File: src/verilog/sgp_defs.vh
/*
  Constants of the segment port and analog input port block: register
  indices, field positions, reset values and selection codes.
  Assumes it is included by its bare name from the pin mux and top design files.
*/
`ifndef SGP_DEFS_VH
`define SGP_DEFS_VH

// Register indices; the bus byte address is four times the index
`define SGP_IDX_ANALOG_LEVELS   16'hFFA2
`define SGP_IDX_ANALOG_DISABLE  16'hFFA4
`define SGP_IDX_SEG_DATA        16'hFFC8
`define SGP_IDX_SEG_DIR         16'hFFCA
`define SGP_IDX_STARTUP_CFG     16'hFF20
`define SGP_IDX_RESET_CFG       16'hFF22

// Bus geometry
`define SGP_ADDR_W              18
`define SGP_BYTE_LSBS           2'b00

// Segment line count field, same place in startup and reset config words
`define SGP_SEL_HI              12
`define SGP_SEL_LO              11

// Segment line count codes and the pins each code hands to the address
`define SGP_SEL_64K             2'b01
`define SGP_SEL_256K            2'b11
`define SGP_SEL_1M              2'b00
`define SGP_SEL_16M             2'b10
`define SGP_MASK_64K            8'h00
`define SGP_MASK_256K           8'h03
`define SGP_MASK_1M             8'h0F
`define SGP_MASK_16M            8'hFF

// Reset values
`define SGP_RST_BYTE            8'h00
`define SGP_RST_WORD            16'h0000
`define SGP_RST_CAN             4'h0
`define SGP_ALL_ONES16          16'hFFFF
`define SGP_RST_BUS             32'h0000_0000

// Analog pins that also feed the timer unit
`define SGP_PIN_T6_UD           10
`define SGP_PIN_T5_UD           11
`define SGP_PIN_T6_CNT          12
`define SGP_PIN_T5_CNT          13
`define SGP_PIN_T4_UD           14
`define SGP_PIN_T2_UD           15

// First and last segment pins that a CAN module may claim
`define SGP_CAN_FIRST_PIN       4
`define SGP_CAN_LAST_PIN        7

// Byte lanes of the write data
`define SGP_LANE_LO             0
`define SGP_LANE_HI             1

`endif

File: src/verilog/sgp_sync.v
/*
  Three-stage pin synchroniser with a two-stage agreement filter.
  Assumes asynchronous pin levels; the filtered level is data, not
  control state, so it carries no reset and settles within four edges.
*/
`timescale 1ns/100ps
module sgp_sync #(
  parameter W = 8
) (
  input  wire         i_clk,    // Core clock
  input  wire [W-1:0] i_async,  // Raw pin levels
  output wire [W-1:0] o_level   // Filtered, synchronised levels
);

  genvar g;
  generate
    for (g = 0; g < W; g = g + 1) begin : g_bit
      reg s1_q;
      reg s2_q;
      reg s3_q;
      reg lvl_q;
      // The first stage feeds only the second stage
      always @(posedge i_clk) begin
        s1_q <= i_async[g];
        s2_q <= s1_q;
        s3_q <= s2_q;
        if (s2_q == s3_q) begin
          lvl_q <= s3_q;
        end
      end
      assign o_level[g] = lvl_q;
    end
  endgenerate

endmodule

File: src/verilog/sgp_pinmux.v
/*
  Per-pin function selection of the eight-pin segment port.
  Assumes all inputs are on the core clock; the outputs are combinational
  and are registered by the parent before they reach the pins.
*/
`timescale 1ns/100ps
`include "sgp_defs.vh"
module sgp_pinmux (
  input  wire [1:0] i_sel,        // Segment line count code
  input  wire [7:0] i_gpio_data,  // Port data latch
  input  wire [7:0] i_gpio_dir,   // Port direction, 1 = output
  input  wire [7:0] i_seg_addr,   // Segment address A16..A23
  input  wire [3:0] i_can_claim,  // CAN claims pins 4..7
  input  wire [3:0] i_can_tx,     // CAN drive values for pins 4..7
  input  wire [3:0] i_can_oe,     // CAN drive enables for pins 4..7
  output wire [7:0] o_pin_out,    // Next pin drive value
  output wire [7:0] o_pin_oe      // Next pin drive enable
);

  function [7:0] seg_mask;
    input [1:0] sel;
    begin
      case (sel)
        `SGP_SEL_64K:  seg_mask = `SGP_MASK_64K;
        `SGP_SEL_256K: seg_mask = `SGP_MASK_256K;
        `SGP_SEL_1M:   seg_mask = `SGP_MASK_1M;
        default:       seg_mask = `SGP_MASK_16M;
      endcase
    end
  endfunction

  wire [7:0] mask;
  assign mask = seg_mask(i_sel);  // [RULE5] [RULE1]

  genvar g;
  generate
    for (g = 0; g < 8; g = g + 1) begin : g_pin
      wire can;
      wire can_tx;
      wire can_oe;
      if (g >= `SGP_CAN_FIRST_PIN) begin : g_can
        assign can    = i_can_claim[g - `SGP_CAN_FIRST_PIN];  // [RULE6]
        assign can_tx = i_can_tx[g - `SGP_CAN_FIRST_PIN];
        assign can_oe = i_can_oe[g - `SGP_CAN_FIRST_PIN];
      end else begin : g_nocan
        assign can    = 1'b0;
        assign can_tx = 1'b0;
        assign can_oe = 1'b0;
      end
      // CAN first, then segment address, then the port latches
      assign o_pin_out[g] = can ? can_tx :
                            mask[g] ? i_seg_addr[g] : i_gpio_data[g];  // [RULE7] [RULE18]
      assign o_pin_oe[g]  = can ? can_oe :
                            mask[g] ? 1'b1 : i_gpio_dir[g];  // [RULE7] [RULE8] [RULE17]
    end
  endgenerate

endmodule

File: src/verilog/sgp_top.v
/*
  Segment port and analog input port: pin function selection for the
  eight-pin segment/CAN/GPIO port, the sixteen-pin analog input port with
  digital input disable, and their registers on an Avalon-MM slave.
  Assumes pins are asynchronous, while bus, segment address and CAN lines
  run on the core clock. Reset is synchronous, active high.
*/
// Decided for this implementation: the Avalon-MM slave port.
// What this block does
// RULE1 - Drive selected segment lines during bus cycles
// RULE2 - Segment lines active after reset, no software
// RULE3 - Line count strapped from boot port at reset
// RULE4 - Software rewrites line count via reset config
// RULE5 - Decode count code into pin masks
// RULE6 - CAN may claim two or four upper pins
// RULE7 - CAN beats address and GPIO on pin
// RULE8 - Unassigned pins stay latch-controlled GPIO
// RULE9 - Analog port input only, writes dropped
// RULE10 - Analog data read returns current pins
// RULE11 - Analog pin y feeds converter channel y
// RULE12 - Pins ten to fifteen feed timer inputs
// RULE13 - Disable bit cuts pin digital input
// RULE14 - Software disables inputs of analog pins
// RULE15 - All digital inputs connected after reset
// RULE16 - Disconnected input reads as one everywhere
// RULE17 - Direction zero input, one output
// RULE18 - Address pins ignore latch and direction
`timescale 1ns/100ps
`include "sgp_defs.vh"
module sgp_top (
  input  wire                   i_core_clk,         // Core clock, 40 MHz
  input  wire                   i_sys_rst,          // Synchronous reset, active high
  input  wire [`SGP_ADDR_W-1:0] i_avs_address,      // Avalon byte address
  input  wire                   i_avs_read,         // Avalon read request
  input  wire                   i_avs_write,        // Avalon write request
  input  wire [31:0]            i_avs_writedata,    // Avalon write data
  input  wire [3:0]             i_avs_byteenable,   // Avalon byte enables
  output reg  [31:0]            o_avs_readdata,     // Avalon read data
  output reg                    o_avs_waitrequest,  // Avalon wait request
  input  wire [15:0]            i_boot_config_port, // Boot strap pins
  input  wire [7:0]             i_seg_addr,         // Segment address A16..A23
  input  wire [3:0]             i_can_claim,        // CAN claims pins 4..7
  input  wire [3:0]             i_can_tx,           // CAN drive values pins 4..7
  input  wire [3:0]             i_can_oe,           // CAN drive enables pins 4..7
  input  wire [7:0]             i_seg_pin_in,       // Segment port pin levels
  output reg  [7:0]             o_seg_pin_out,      // Segment port drive values
  output reg  [7:0]             o_seg_pin_oe,       // Segment port drive enables
  output reg  [3:0]             o_can_rx,           // Pin levels of pins 4..7 to CAN
  input  wire [15:0]            i_analog_pin,       // Analog port pin levels
  output reg  [15:0]            o_analog_channel,   // Levels toward converter mux
  output reg                    o_timer6_updown_in, // Timer 6 up/down input
  output reg                    o_timer5_updown_in, // Timer 5 up/down input
  output reg                    o_timer6_count_in,  // Timer 6 count input
  output reg                    o_timer5_count_in,  // Timer 5 count input
  output reg                    o_timer4_updown_in, // Timer 4 up/down input
  output reg                    o_timer2_updown_in  // Timer 2 up/down input
);

  // Synchronised pin levels
  wire [15:0] boot_lvl;
  wire [7:0]  seg_lvl;
  wire [15:0] an_lvl;

  sgp_sync #(
    .W (16)
  ) u_sync_boot (
    .i_clk   (i_core_clk),
    .i_async (i_boot_config_port),
    .o_level (boot_lvl)
  );

  sgp_sync #(
    .W (8)
  ) u_sync_seg (
    .i_clk   (i_core_clk),
    .i_async (i_seg_pin_in),
    .o_level (seg_lvl)
  );

  sgp_sync #(
    .W (16)
  ) u_sync_an (
    .i_clk   (i_core_clk),
    .i_async (i_analog_pin),
    .o_level (an_lvl)
  );

  // Register state
  reg  [15:0] startup_q;
  reg  [1:0]  sel_q;
  reg  [7:0]  seg_data_q;
  reg  [7:0]  seg_dir_q;
  reg  [15:0] didis_q;

  function hit;
    input [`SGP_ADDR_W-1:0] addr;
    input [15:0]            idx;
    begin
      hit = (addr == {idx, `SGP_BYTE_LSBS});
    end
  endfunction

  // Digital view of the analog port: a cut-off stage reads as one
  wire [15:0] an_dig;
  assign an_dig = an_lvl | didis_q;  // [RULE13] [RULE16]

  // Bus slave: the answer is prepared on the edge that first sees the request,
  // and a write lands on the edge where the master sees waitrequest low.
  wire req;
  wire accept;
  assign req    = i_avs_read | i_avs_write;
  assign accept = req & ~o_avs_waitrequest;

  wire hit_an;
  wire hit_dis;
  wire hit_data;
  wire hit_dir;
  wire hit_start;
  wire hit_rcfg;
  assign hit_an    = hit(i_avs_address, `SGP_IDX_ANALOG_LEVELS);
  assign hit_dis   = hit(i_avs_address, `SGP_IDX_ANALOG_DISABLE);
  assign hit_data  = hit(i_avs_address, `SGP_IDX_SEG_DATA);
  assign hit_dir   = hit(i_avs_address, `SGP_IDX_SEG_DIR);
  assign hit_start = hit(i_avs_address, `SGP_IDX_STARTUP_CFG);
  assign hit_rcfg  = hit(i_avs_address, `SGP_IDX_RESET_CFG);

  wire wr;
  assign wr = accept & i_avs_write;

  // One strobe per writable register, two for the disable register, each gated by the byte lane that it uses
  wire we_data;
  wire we_dir;
  wire we_dis_lo;
  wire we_dis_hi;
  wire we_rcfg;
  assign we_data   = wr & hit_data & i_avs_byteenable[`SGP_LANE_LO];
  assign we_dir    = wr & hit_dir & i_avs_byteenable[`SGP_LANE_LO];
  assign we_dis_lo = wr & hit_dis & i_avs_byteenable[`SGP_LANE_LO];
  assign we_dis_hi = wr & hit_dis & i_avs_byteenable[`SGP_LANE_HI];
  assign we_rcfg   = wr & hit_rcfg & i_avs_byteenable[`SGP_LANE_HI];

  reg [15:0] rd_mux;
  always @* begin
    rd_mux = `SGP_RST_WORD;
    if (hit_an) begin
      rd_mux = an_dig;  // [RULE10]
    end else if (hit_dis) begin
      rd_mux = didis_q;
    end else if (hit_data) begin
      rd_mux = {8'h00, seg_data_q};
    end else if (hit_dir) begin
      rd_mux = {8'h00, seg_dir_q};
    end else if (hit_start) begin
      rd_mux = startup_q;
      rd_mux[`SGP_SEL_HI:`SGP_SEL_LO] = sel_q;
    end else if (hit_rcfg) begin
      rd_mux[`SGP_SEL_HI:`SGP_SEL_LO] = sel_q;
    end
  end

  // Handshake: one wait state, then an answer that stands for one cycle.
  // A request held high after completion simply starts the next transfer.
  localparam BUS_IDLE   = 1'b0;
  localparam BUS_ANSWER = 1'b1;

  reg bus_state_q;
  reg bus_state_d;

  always @* begin
    case (bus_state_q)
      BUS_IDLE: begin
        bus_state_d = req ? BUS_ANSWER : BUS_IDLE;
      end
      BUS_ANSWER: begin
        bus_state_d = BUS_IDLE;
      end
      default: begin
        bus_state_d = BUS_IDLE;
      end
    endcase
  end

  always @(posedge i_core_clk) begin
    if (i_sys_rst) begin
      bus_state_q       <= BUS_IDLE;
      o_avs_waitrequest <= 1'b1;
      o_avs_readdata    <= `SGP_RST_BUS;
    end else begin
      bus_state_q       <= bus_state_d;
      o_avs_waitrequest <= (bus_state_d != BUS_ANSWER);
      if (bus_state_d == BUS_ANSWER) begin
        // Unmapped addresses read as zero; the mux already yields that
        o_avs_readdata <= {16'h0000, rd_mux};
      end
    end
  end

  // Strap capture: the boot levels are taken on every reset edge, so the
  // last edge of reset holds the value; reset must outlast the synchroniser.
  always @(posedge i_core_clk) begin
    if (i_sys_rst) begin
      startup_q <= boot_lvl;  // [RULE3]
    end
  end

  // Software may move the line count at any time after reset
  always @(posedge i_core_clk) begin
    if (i_sys_rst) begin
      sel_q <= boot_lvl[`SGP_SEL_HI:`SGP_SEL_LO];  // [RULE3] [RULE2]
    end else if (we_rcfg) begin
      sel_q <= i_avs_writedata[`SGP_SEL_HI:`SGP_SEL_LO];  // [RULE4]
    end
  end

  // Port latches and direction
  always @(posedge i_core_clk) begin
    if (i_sys_rst) begin
      seg_data_q <= `SGP_RST_BYTE;
      seg_dir_q  <= `SGP_RST_BYTE;
    end else begin
      if (we_data) begin
        seg_data_q <= i_avs_writedata[7:0];
      end
      if (we_dir) begin
        seg_dir_q <= i_avs_writedata[7:0];
      end
      // A write to the analog level register has no target at all [RULE9]
    end
  end

  // Digital input disable, each byte lane written under its own enable
  always @(posedge i_core_clk) begin
    if (i_sys_rst) begin
      didis_q <= `SGP_RST_WORD;  // [RULE15]
    end else begin
      if (we_dis_lo) begin
        didis_q[7:0] <= i_avs_writedata[7:0];  // [RULE13]
      end
      if (we_dis_hi) begin
        didis_q[15:8] <= i_avs_writedata[15:8];
      end
    end
  end

  // Segment port pin selection
  wire [7:0] pin_out_d;
  wire [7:0] pin_oe_d;

  sgp_pinmux u_pinmux (
    .i_sel       (sel_q),
    .i_gpio_data (seg_data_q),
    .i_gpio_dir  (seg_dir_q),
    .i_seg_addr  (i_seg_addr),
    .i_can_claim (i_can_claim),
    .i_can_tx    (i_can_tx),
    .i_can_oe    (i_can_oe),
    .o_pin_out   (pin_out_d),
    .o_pin_oe    (pin_oe_d)
  );

  // Pins leave through flops; the segment lines come up driven in the
  // first edge after reset, before any software runs.
  always @(posedge i_core_clk) begin
    if (i_sys_rst) begin
      o_seg_pin_out <= `SGP_RST_BYTE;
      o_seg_pin_oe  <= `SGP_RST_BYTE;
    end else begin
      o_seg_pin_out <= pin_out_d;  // [RULE1] [RULE2]
      o_seg_pin_oe  <= pin_oe_d;   // [RULE2] [RULE17]
    end
  end

  // Receive levels come from the synchronised pin, whatever drives it
  always @(posedge i_core_clk) begin
    if (i_sys_rst) begin
      o_can_rx <= `SGP_RST_CAN;
    end else begin
      o_can_rx <= seg_lvl[`SGP_CAN_LAST_PIN:`SGP_CAN_FIRST_PIN];  // [RULE6]
    end
  end

  // Converter channels follow the pins even while a digital stage is cut
  always @(posedge i_core_clk) begin
    if (i_sys_rst) begin
      o_analog_channel <= `SGP_RST_WORD;
    end else begin
      o_analog_channel <= an_lvl;  // [RULE11]
    end
  end

  // Timer inputs see the digital view, so a cut stage holds them at one
  always @(posedge i_core_clk) begin
    if (i_sys_rst) begin
      o_timer6_updown_in <= 1'b1;
      o_timer5_updown_in <= 1'b1;
      o_timer6_count_in  <= 1'b1;
      o_timer5_count_in  <= 1'b1;
      o_timer4_updown_in <= 1'b1;
      o_timer2_updown_in <= 1'b1;
    end else begin
      o_timer6_updown_in <= an_dig[`SGP_PIN_T6_UD];    // [RULE12] [RULE16]
      o_timer5_updown_in <= an_dig[`SGP_PIN_T5_UD];    // [RULE12]
      o_timer6_count_in  <= an_dig[`SGP_PIN_T6_CNT];   // [RULE12]
      o_timer5_count_in  <= an_dig[`SGP_PIN_T5_CNT];   // [RULE12]
      o_timer4_updown_in <= an_dig[`SGP_PIN_T4_UD];    // [RULE12]
      o_timer2_updown_in <= an_dig[`SGP_PIN_T2_UD];    // [RULE12]
    end
  end

endmodule

File: config.mk
export PLATFORM = sky130hd
export DESIGN_NAME = sgp_top
export DESIGN_NICKNAME = d
export VERILOG_FILES = /design/src/verilog/sgp_sync.v /design/src/verilog/sgp_pinmux.v /design/src/verilog/sgp_top.v
export VERILOG_INCLUDE_DIRS = /design/src /design/src/verilog
export SDC_FILE = /design/constraint.sdc
export NUM_CORES = 1
export LEC_CHECK = 0
export ABC_CLOCK_PERIOD_IN_PS = 2300
export CORE_ASPECT_RATIO = 2
export CORE_MARGIN = 3
export CORE_UTILIZATION = 56
export DETAILED_ROUTE_END_ITERATION = 6
export DONT_BUFFER_PORTS = 1
export MAX_ROUTING_LAYER = met4
export PLACE_DENSITY = 0.83
export SYNTH_ARGS = -nofsm -noshare
export SYNTH_HDL_FRONTEND = slang
export SYNTH_SLANG_ARGS = --single-unit
File: constraint.sdc
create_clock -name i_core_clk -period 2.3 [get_ports i_core_clk]
set_clock_uncertainty 0.15 [all_clocks]
set_input_delay 0.345 -clock i_core_clk [delete_from_list [all_inputs] [get_ports i_core_clk]]
set_output_delay 0.345 -clock i_core_clk [all_outputs]
set_load 0.05 [all_outputs]
* Yosys cells after proc, flatten, opt, wreduce, memory -nomap -nowiden
Cells that the tools add are included. Widths: inputs -> output; s select.
Word-level totals: word-level logic and storage cells 262, bits in latches 0, bits in writable memories 0, output and inout bits 75, input bits 118, register bits after elaboration 254, ROM bits 0, memories 0
Cells by class: eq/ne operators 44, reduce and logical (&&, ||, !) cells 2, bitwise gates (word level) 16, shifts and indexed selects 0, multiply operators 0, $lt $le $gt $ge 0, multiplexer cells 37, add/subtract/negate cells 0, divide/modulo/power cells 0
Operator list (count):
- $eq 18x18->1 const B | 6
- $mux 16 | 4
- $eq 1x1->1 | 36
- $mux 1 | 25
- $pmux 8 s3 | 1
- $or 16x16->16 | 1
- $and 1x1->1 | 11
- $mux 11 | 1
- $mux 2 | 4
- $mux 3 | 1
- $not 1->1 | 3
- $eq 2x1->1 const B | 1
- $eq 2x2->1 const B | 1
- $logic_not 2->1 | 1
- $pmux 1 s2 | 1
- $reduce_bool 2->1 | 1
- $or 1x1->1 | 1

* Longest topological paths before layout
depth after elaboration 7, gate-level depth with buffers 7, depth with buffers taken out 5

* Cells and area by module
A second synthesis with hierarchy kept.
Unflattened totals: cell total of the unflattened synthesis 686, area, all modules 8833.5 µm²
Modules (own cells, without submodules):
- sgp_top | area each 4297.9 µm², cells each 406, seq. area each 2322.2 µm², instances 1
- sgp_sync (u_sync_an ...) | area each 1701.6 µm², cells each 96, seq. area each 1441.4 µm², instances 2
- sgp_sync (u_sync_seg) | area each 850.8 µm², cells each 48, seq. area each 720.7 µm², instances 1
- sgp_pinmux | area each 281.5 µm², cells each 40, seq. area each 0.0 µm², instances 1

* Worst setup path before layout
Ideal clock, no wire load.
path kind in2reg, start point input port i_avs_address[8], end point register o_avs_readdata[15], setup slack 0.058 ns, buffers on the path 2, arrival 1.970 ns, cell stages on the path 7, required time 2.028 ns, library setup time 0.122 ns, cells stage by stage or3b_1 -> or4_1 -> buf_6 -> or2_1 -> clkbuf_1 -> o31ai_1 -> o21ai_1
Between the ends: cells in the longest elaborated chain, start to end 6, elaborated cells on any way between the ends 10, classes of those cells eq/ne: 5; mux: 5
Ends and longest elaborated chain:
- start: declaration | RTL line sgp_top.v:33 | input wire [`SGP_ADDR_W-1:0] i_avs_address,
- $eq 18x18->1 | RTL line sgp_top.v:99 | hit = (addr == {idx, `SGP_BYTE_LSBS});
- $mux 3 | RTL line sgp_top.v:153 | end else if (hit_start) begin
- $mux 16 | RTL line sgp_top.v:151 | end else if (hit_dir) begin
- $mux 16 | RTL line sgp_top.v:149 | end else if (hit_data) begin
- $mux 16 | RTL line sgp_top.v:147 | end else if (hit_dis) begin
- $mux 16 (*) | RTL line sgp_top.v:145 | if (hit_an) begin
- end signal: assignment | RTL line sgp_top.v:187 | o_avs_readdata <= `SGP_RST_BUS;
- end signal: assignment | RTL line sgp_top.v:193 | o_avs_readdata <= {16'h0000, rd_mux};
- end: declaration | RTL line sgp_top.v:38 | output reg [31:0] o_avs_readdata,
Mark *: on every way between the ends. The rest lies on a longest branch, timed or not. A chain may end at the register's enable or synchronous reset.

* Final worst setup path
start point register sel_q[0], end point register o_seg_pin_out[7]
Between the ends: cells in the longest elaborated chain, start to end 4, elaborated cells on any way between the ends 6, classes of those cells eq/ne: 2; mux: 3; reduce/logical: 1
Ends and longest elaborated chain:
- start: declaration | RTL line sgp_top.v:90 | reg [1:0] sel_q;
- start signal: assignment | RTL line sgp_top.v:209 | sel_q <= boot_lvl[`SGP_SEL_HI:`SGP_SEL_LO];
- start signal: assignment | RTL line sgp_top.v:211 | sel_q <= i_avs_writedata[`SGP_SEL_HI:`SGP_SEL_LO];
- $eq 2x2->1 (tied with other cells) | RTL line sgp_pinmux.v:23 | case (sel)
- $pmux 8 s3 (*) | RTL line sgp_pinmux.v:23
- $mux 1 (*) | RTL line sgp_pinmux.v:52 | mask[g] ? i_seg_addr[g] : i_gpio_data[g];
- $mux 1 (*) | RTL line sgp_pinmux.v:51 | assign o_pin_out[g] = can ? can_tx :
- end signal: assignment | RTL line sgp_top.v:265 | o_seg_pin_out <= `SGP_RST_BYTE;
- end signal: assignment | RTL line sgp_top.v:268 | o_seg_pin_out <= pin_out_d;
- end: declaration | RTL line sgp_top.v:46 | output reg [7:0] o_seg_pin_out,
Marked as above.

==> run metrics <==
outcome=finished, final reports clean; clock tree buffer depth=3; largest net degree at the start of global routing=95; Slew Limit Headroom=approximately 60%; reg2reg start=sel_q[0]; Synth cell types=48; critical path's largest stage delay=~0.6 ns; Clk Latency, worst-skew pair=between 0.4 and 0.5 ns; Cells after Synth=about 630; worst hold slack=0.009046 ns; fmax=roughly 470 MHz; DR iter-0 viols=151; Crit path depth=7; H-tree depth=1; Post-DP HPWL=12280 µm; #FFs+latches synth=~250; Worst setup EP type=register; fin nets=852; clk slew on worst S/H paths=0.07 ns; clk sinks=252; CP delay by family, top=buffers and inverters; Rows=61; final core utilization=70.60%; Setup crit start=sel_q[0]; initial antenna violation count=0; worst endpoint required time=2.51 ns; crit path capture=o_seg_pin_out[7]; worst setup slack after layout=0.1700 ns; drc violations=0; Vias/cell=around 5.3; Synth top cells by count=dfxtp_1 (200), nor2_1 (77), edfxtp_1 (52); Vias=4972; Arrival @ worst endpoint=~2.3 ns; core area=0.01397 mm²; CTS root buffer=clkbuf_16; Ys Warns=0; VDD IR max=741.9 µV; dpl ws=-0.1171 ns; die width=90.72 µm; Die Y=175.4 µm; synthesis-to-layout area growth=22.68%; number of synthesized flops with an enable pin=52; Final period util=about 93%; final hold violation count=0; vias in the first global route=5359; routability-driven placement congestion ratio=0.9087; total CTS buffers=21; Tmin final=around 2.1 ns; Primary FF master, synth=dfxtp_1; Setup CP Type=register to register; hold crit path type=input pin to register; Post-Route WL=17810 µm; Crit-path slowest cell=dlygate4sd3_1; gr usage total=23.12%; RSZ-0062 raised after global routing=no; Worst Tran Pin Value=0.6060 ns; share of cells above drive strength 1=under 10%; # setup viols final=0; ant diodes=0; Seq/Total Area, Yosys=69.24%; most frequent cell after synthesis=dfxtp_1; Fillers=970; Area contributors post-synth=dfxtp_1 (50%), edfxtp_1 (19%), mux2i_1 (6.0%); starting density of the core=57.55%; RR Endpoint=o_seg_pin_out[7]; area leader, netlist=dfxtp_1; Resize count post-CTS=0; post-synth top area share=roughly 50%; max_cap viols=0; Worst R2R Path Depth=7; Leak=3.706 nW; asr flop ratio synth=0%; crit-path most repeated cell=nor2_1; Slew Viols, Final=0; crit path launch type=register; CTS tree=done; CP max FO=8; R2R Setup Slk=about 0.17 ns; PortBufs=0; cell area after synthesis=0.008038 mm²; worst path buffer plus inverter count=2; Pwr per Cell Area=928.2 mW/mm²; grt total ovfl=0; average size of a mapped cell=roughly 13 µm²; total iterations of the first detailed-routing run=4; crit path cell chain=nor2b_1 > buf_4 > mux2i_1 > nor2_1 > a21oi_1 > dlygate4sd3_1 > nor2_1; WL/cell=19.01 µm; area of the die=0.01591 mm²; Routed Antenna Nets=0; io pins=193; first-pass GRT wire length=~28000 µm
## cell type report
class / instances / area [µm²] / share of cell area [%]
Clock buffer: 30 / 643.1 / 6.522
Clock inverter: 7 / 97.59 / 0.9897
Sequential cell: 252 / 5565 / 56.44
Multi-Input combinational cell: 350 / 2283 / 23.16
Inverter: 5 / 18.77 / 0.1903
Timing Repair Buffer: 104 / 1016 / 10.30
Tap cell: 189 / 236.5 / 2.398
## registers in the layout, indices dropped and copies added (netlist names), 8 cells and up
register / cells
seg_dir_q: 8
o_seg_pin_oe: 8
seg_data_q: 8
u_sync_an.g_bit.lvl_q: 16
u_sync_boot.g_bit.s3_q: 16
u_sync_boot.g_bit.s1_q: 16
u_sync_boot.g_bit.lvl_q: 16
u_sync_an.g_bit.s2_q: 16
o_avs_readdata: 16
startup_q: 14
u_sync_an.g_bit.s3_q: 16
u_sync_boot.g_bit.s2_q: 16
o_analog_channel: 16
didis_q: 16
o_seg_pin_out: 8
u_sync_an.g_bit.s1_q: 16
## worst min-delay path by stage
stage	startpoint	endpoint	cells past startpoint
after CTS	i_seg_addr[6]	o_seg_pin_out[6]	4
after global routing	i_avs_address[3]	sel_q[0]	1
after global placement	u_sync_an.g_bit[8].s1_q	u_sync_an.g_bit[8].s2_q	0
after floorplan	u_sync_an.g_bit[0].s1_q	u_sync_an.g_bit[0].s2_q	0
after detailed placement	u_sync_boot.g_bit[1].s1_q	u_sync_boot.g_bit[1].s2_q	0
final	i_seg_addr[6]	o_seg_pin_out[6]	4
## repair_timing
| item | in CTS | in global routing |
|---|---|---|
| hold buffers | 77 | 0 |
| endpoints found under the setup margin | 0 | 1 |
| setup buffers | 0 | 1 |
| endpoints found under the hold margin | 138 | 0 |
## per-stage QoR
stage / power [mW] / instance area [µm²] / TNS (ns) / std cells
detailed placement: 5.413 / 8324 / -1.703 / 822
global placement: 5.387 / 8324 / -0.9885 / 822
floorplan: 5.366 / 8094 / 0 / 647
global route: 9.456 / 9861 / 0 / 937
CTS: 9.226 / 9853 / 0 / 936
finish: 9.153 / 9861 / 0 / 937
## worst register-to-register path, delay by kind of cell (launching register included)
family | cells | cell delay [ns]
AOI/OAI and AO/OA | 1 | 0.16
muxes | 1 | 0.21
DFF | 1 | 0.46
buffers and inverters | 2 | 0.81
and+or+nand+nor | 3 | 0.23
## power by group
group	switching [mW]	leakage, nW	internal, mW
registers	0.276	2.17	4.75
logic	0.229	1.17	0.213
clock network	1.49	0.364	2.19
total	2.00	3.71	7.15
## placed cells by master (no fill, tap or decap), drive strengths merged, types with 9 or more instances in the layout
cell type / n
a21oi: 33
nor2: 79
conb: 16
o21ai: 11
nor2b: 24
buf: 28
edfxtp: 52
or3: 9
o2bb2ai: 13
dfxtp: 200
nor4: 10
xnor2: 36
nor3: 10
clkbuf: 30
mux2i: 48
dlygate4sd3: 76
nand2: 23
## layer usage
metal | routed length, µm | track usage, % | vias up
li1 | - | - | 2352
met1 | 5723 | 21.15 | 2369
met2 | 10110 | 44.44 | 204
met3 | 1217 | 5.015 | 47
met4 | 760 | 10.55 | 0
met5 | 0 | - | -
## kinds of logic after synthesis
logic type / count (synthesis) / share of synthesized area [%]
other cells: 1 / 0.04666
compound gates: 78 / 6.320
buf+inv: 45 / 3.051
flops: 252 / 69.24
xor+xnor: 36 / 3.923
simple gates: 170 / 11.16
mux: 50 / 6.258
No activity file was read; power rests on OpenSTA's default activity.
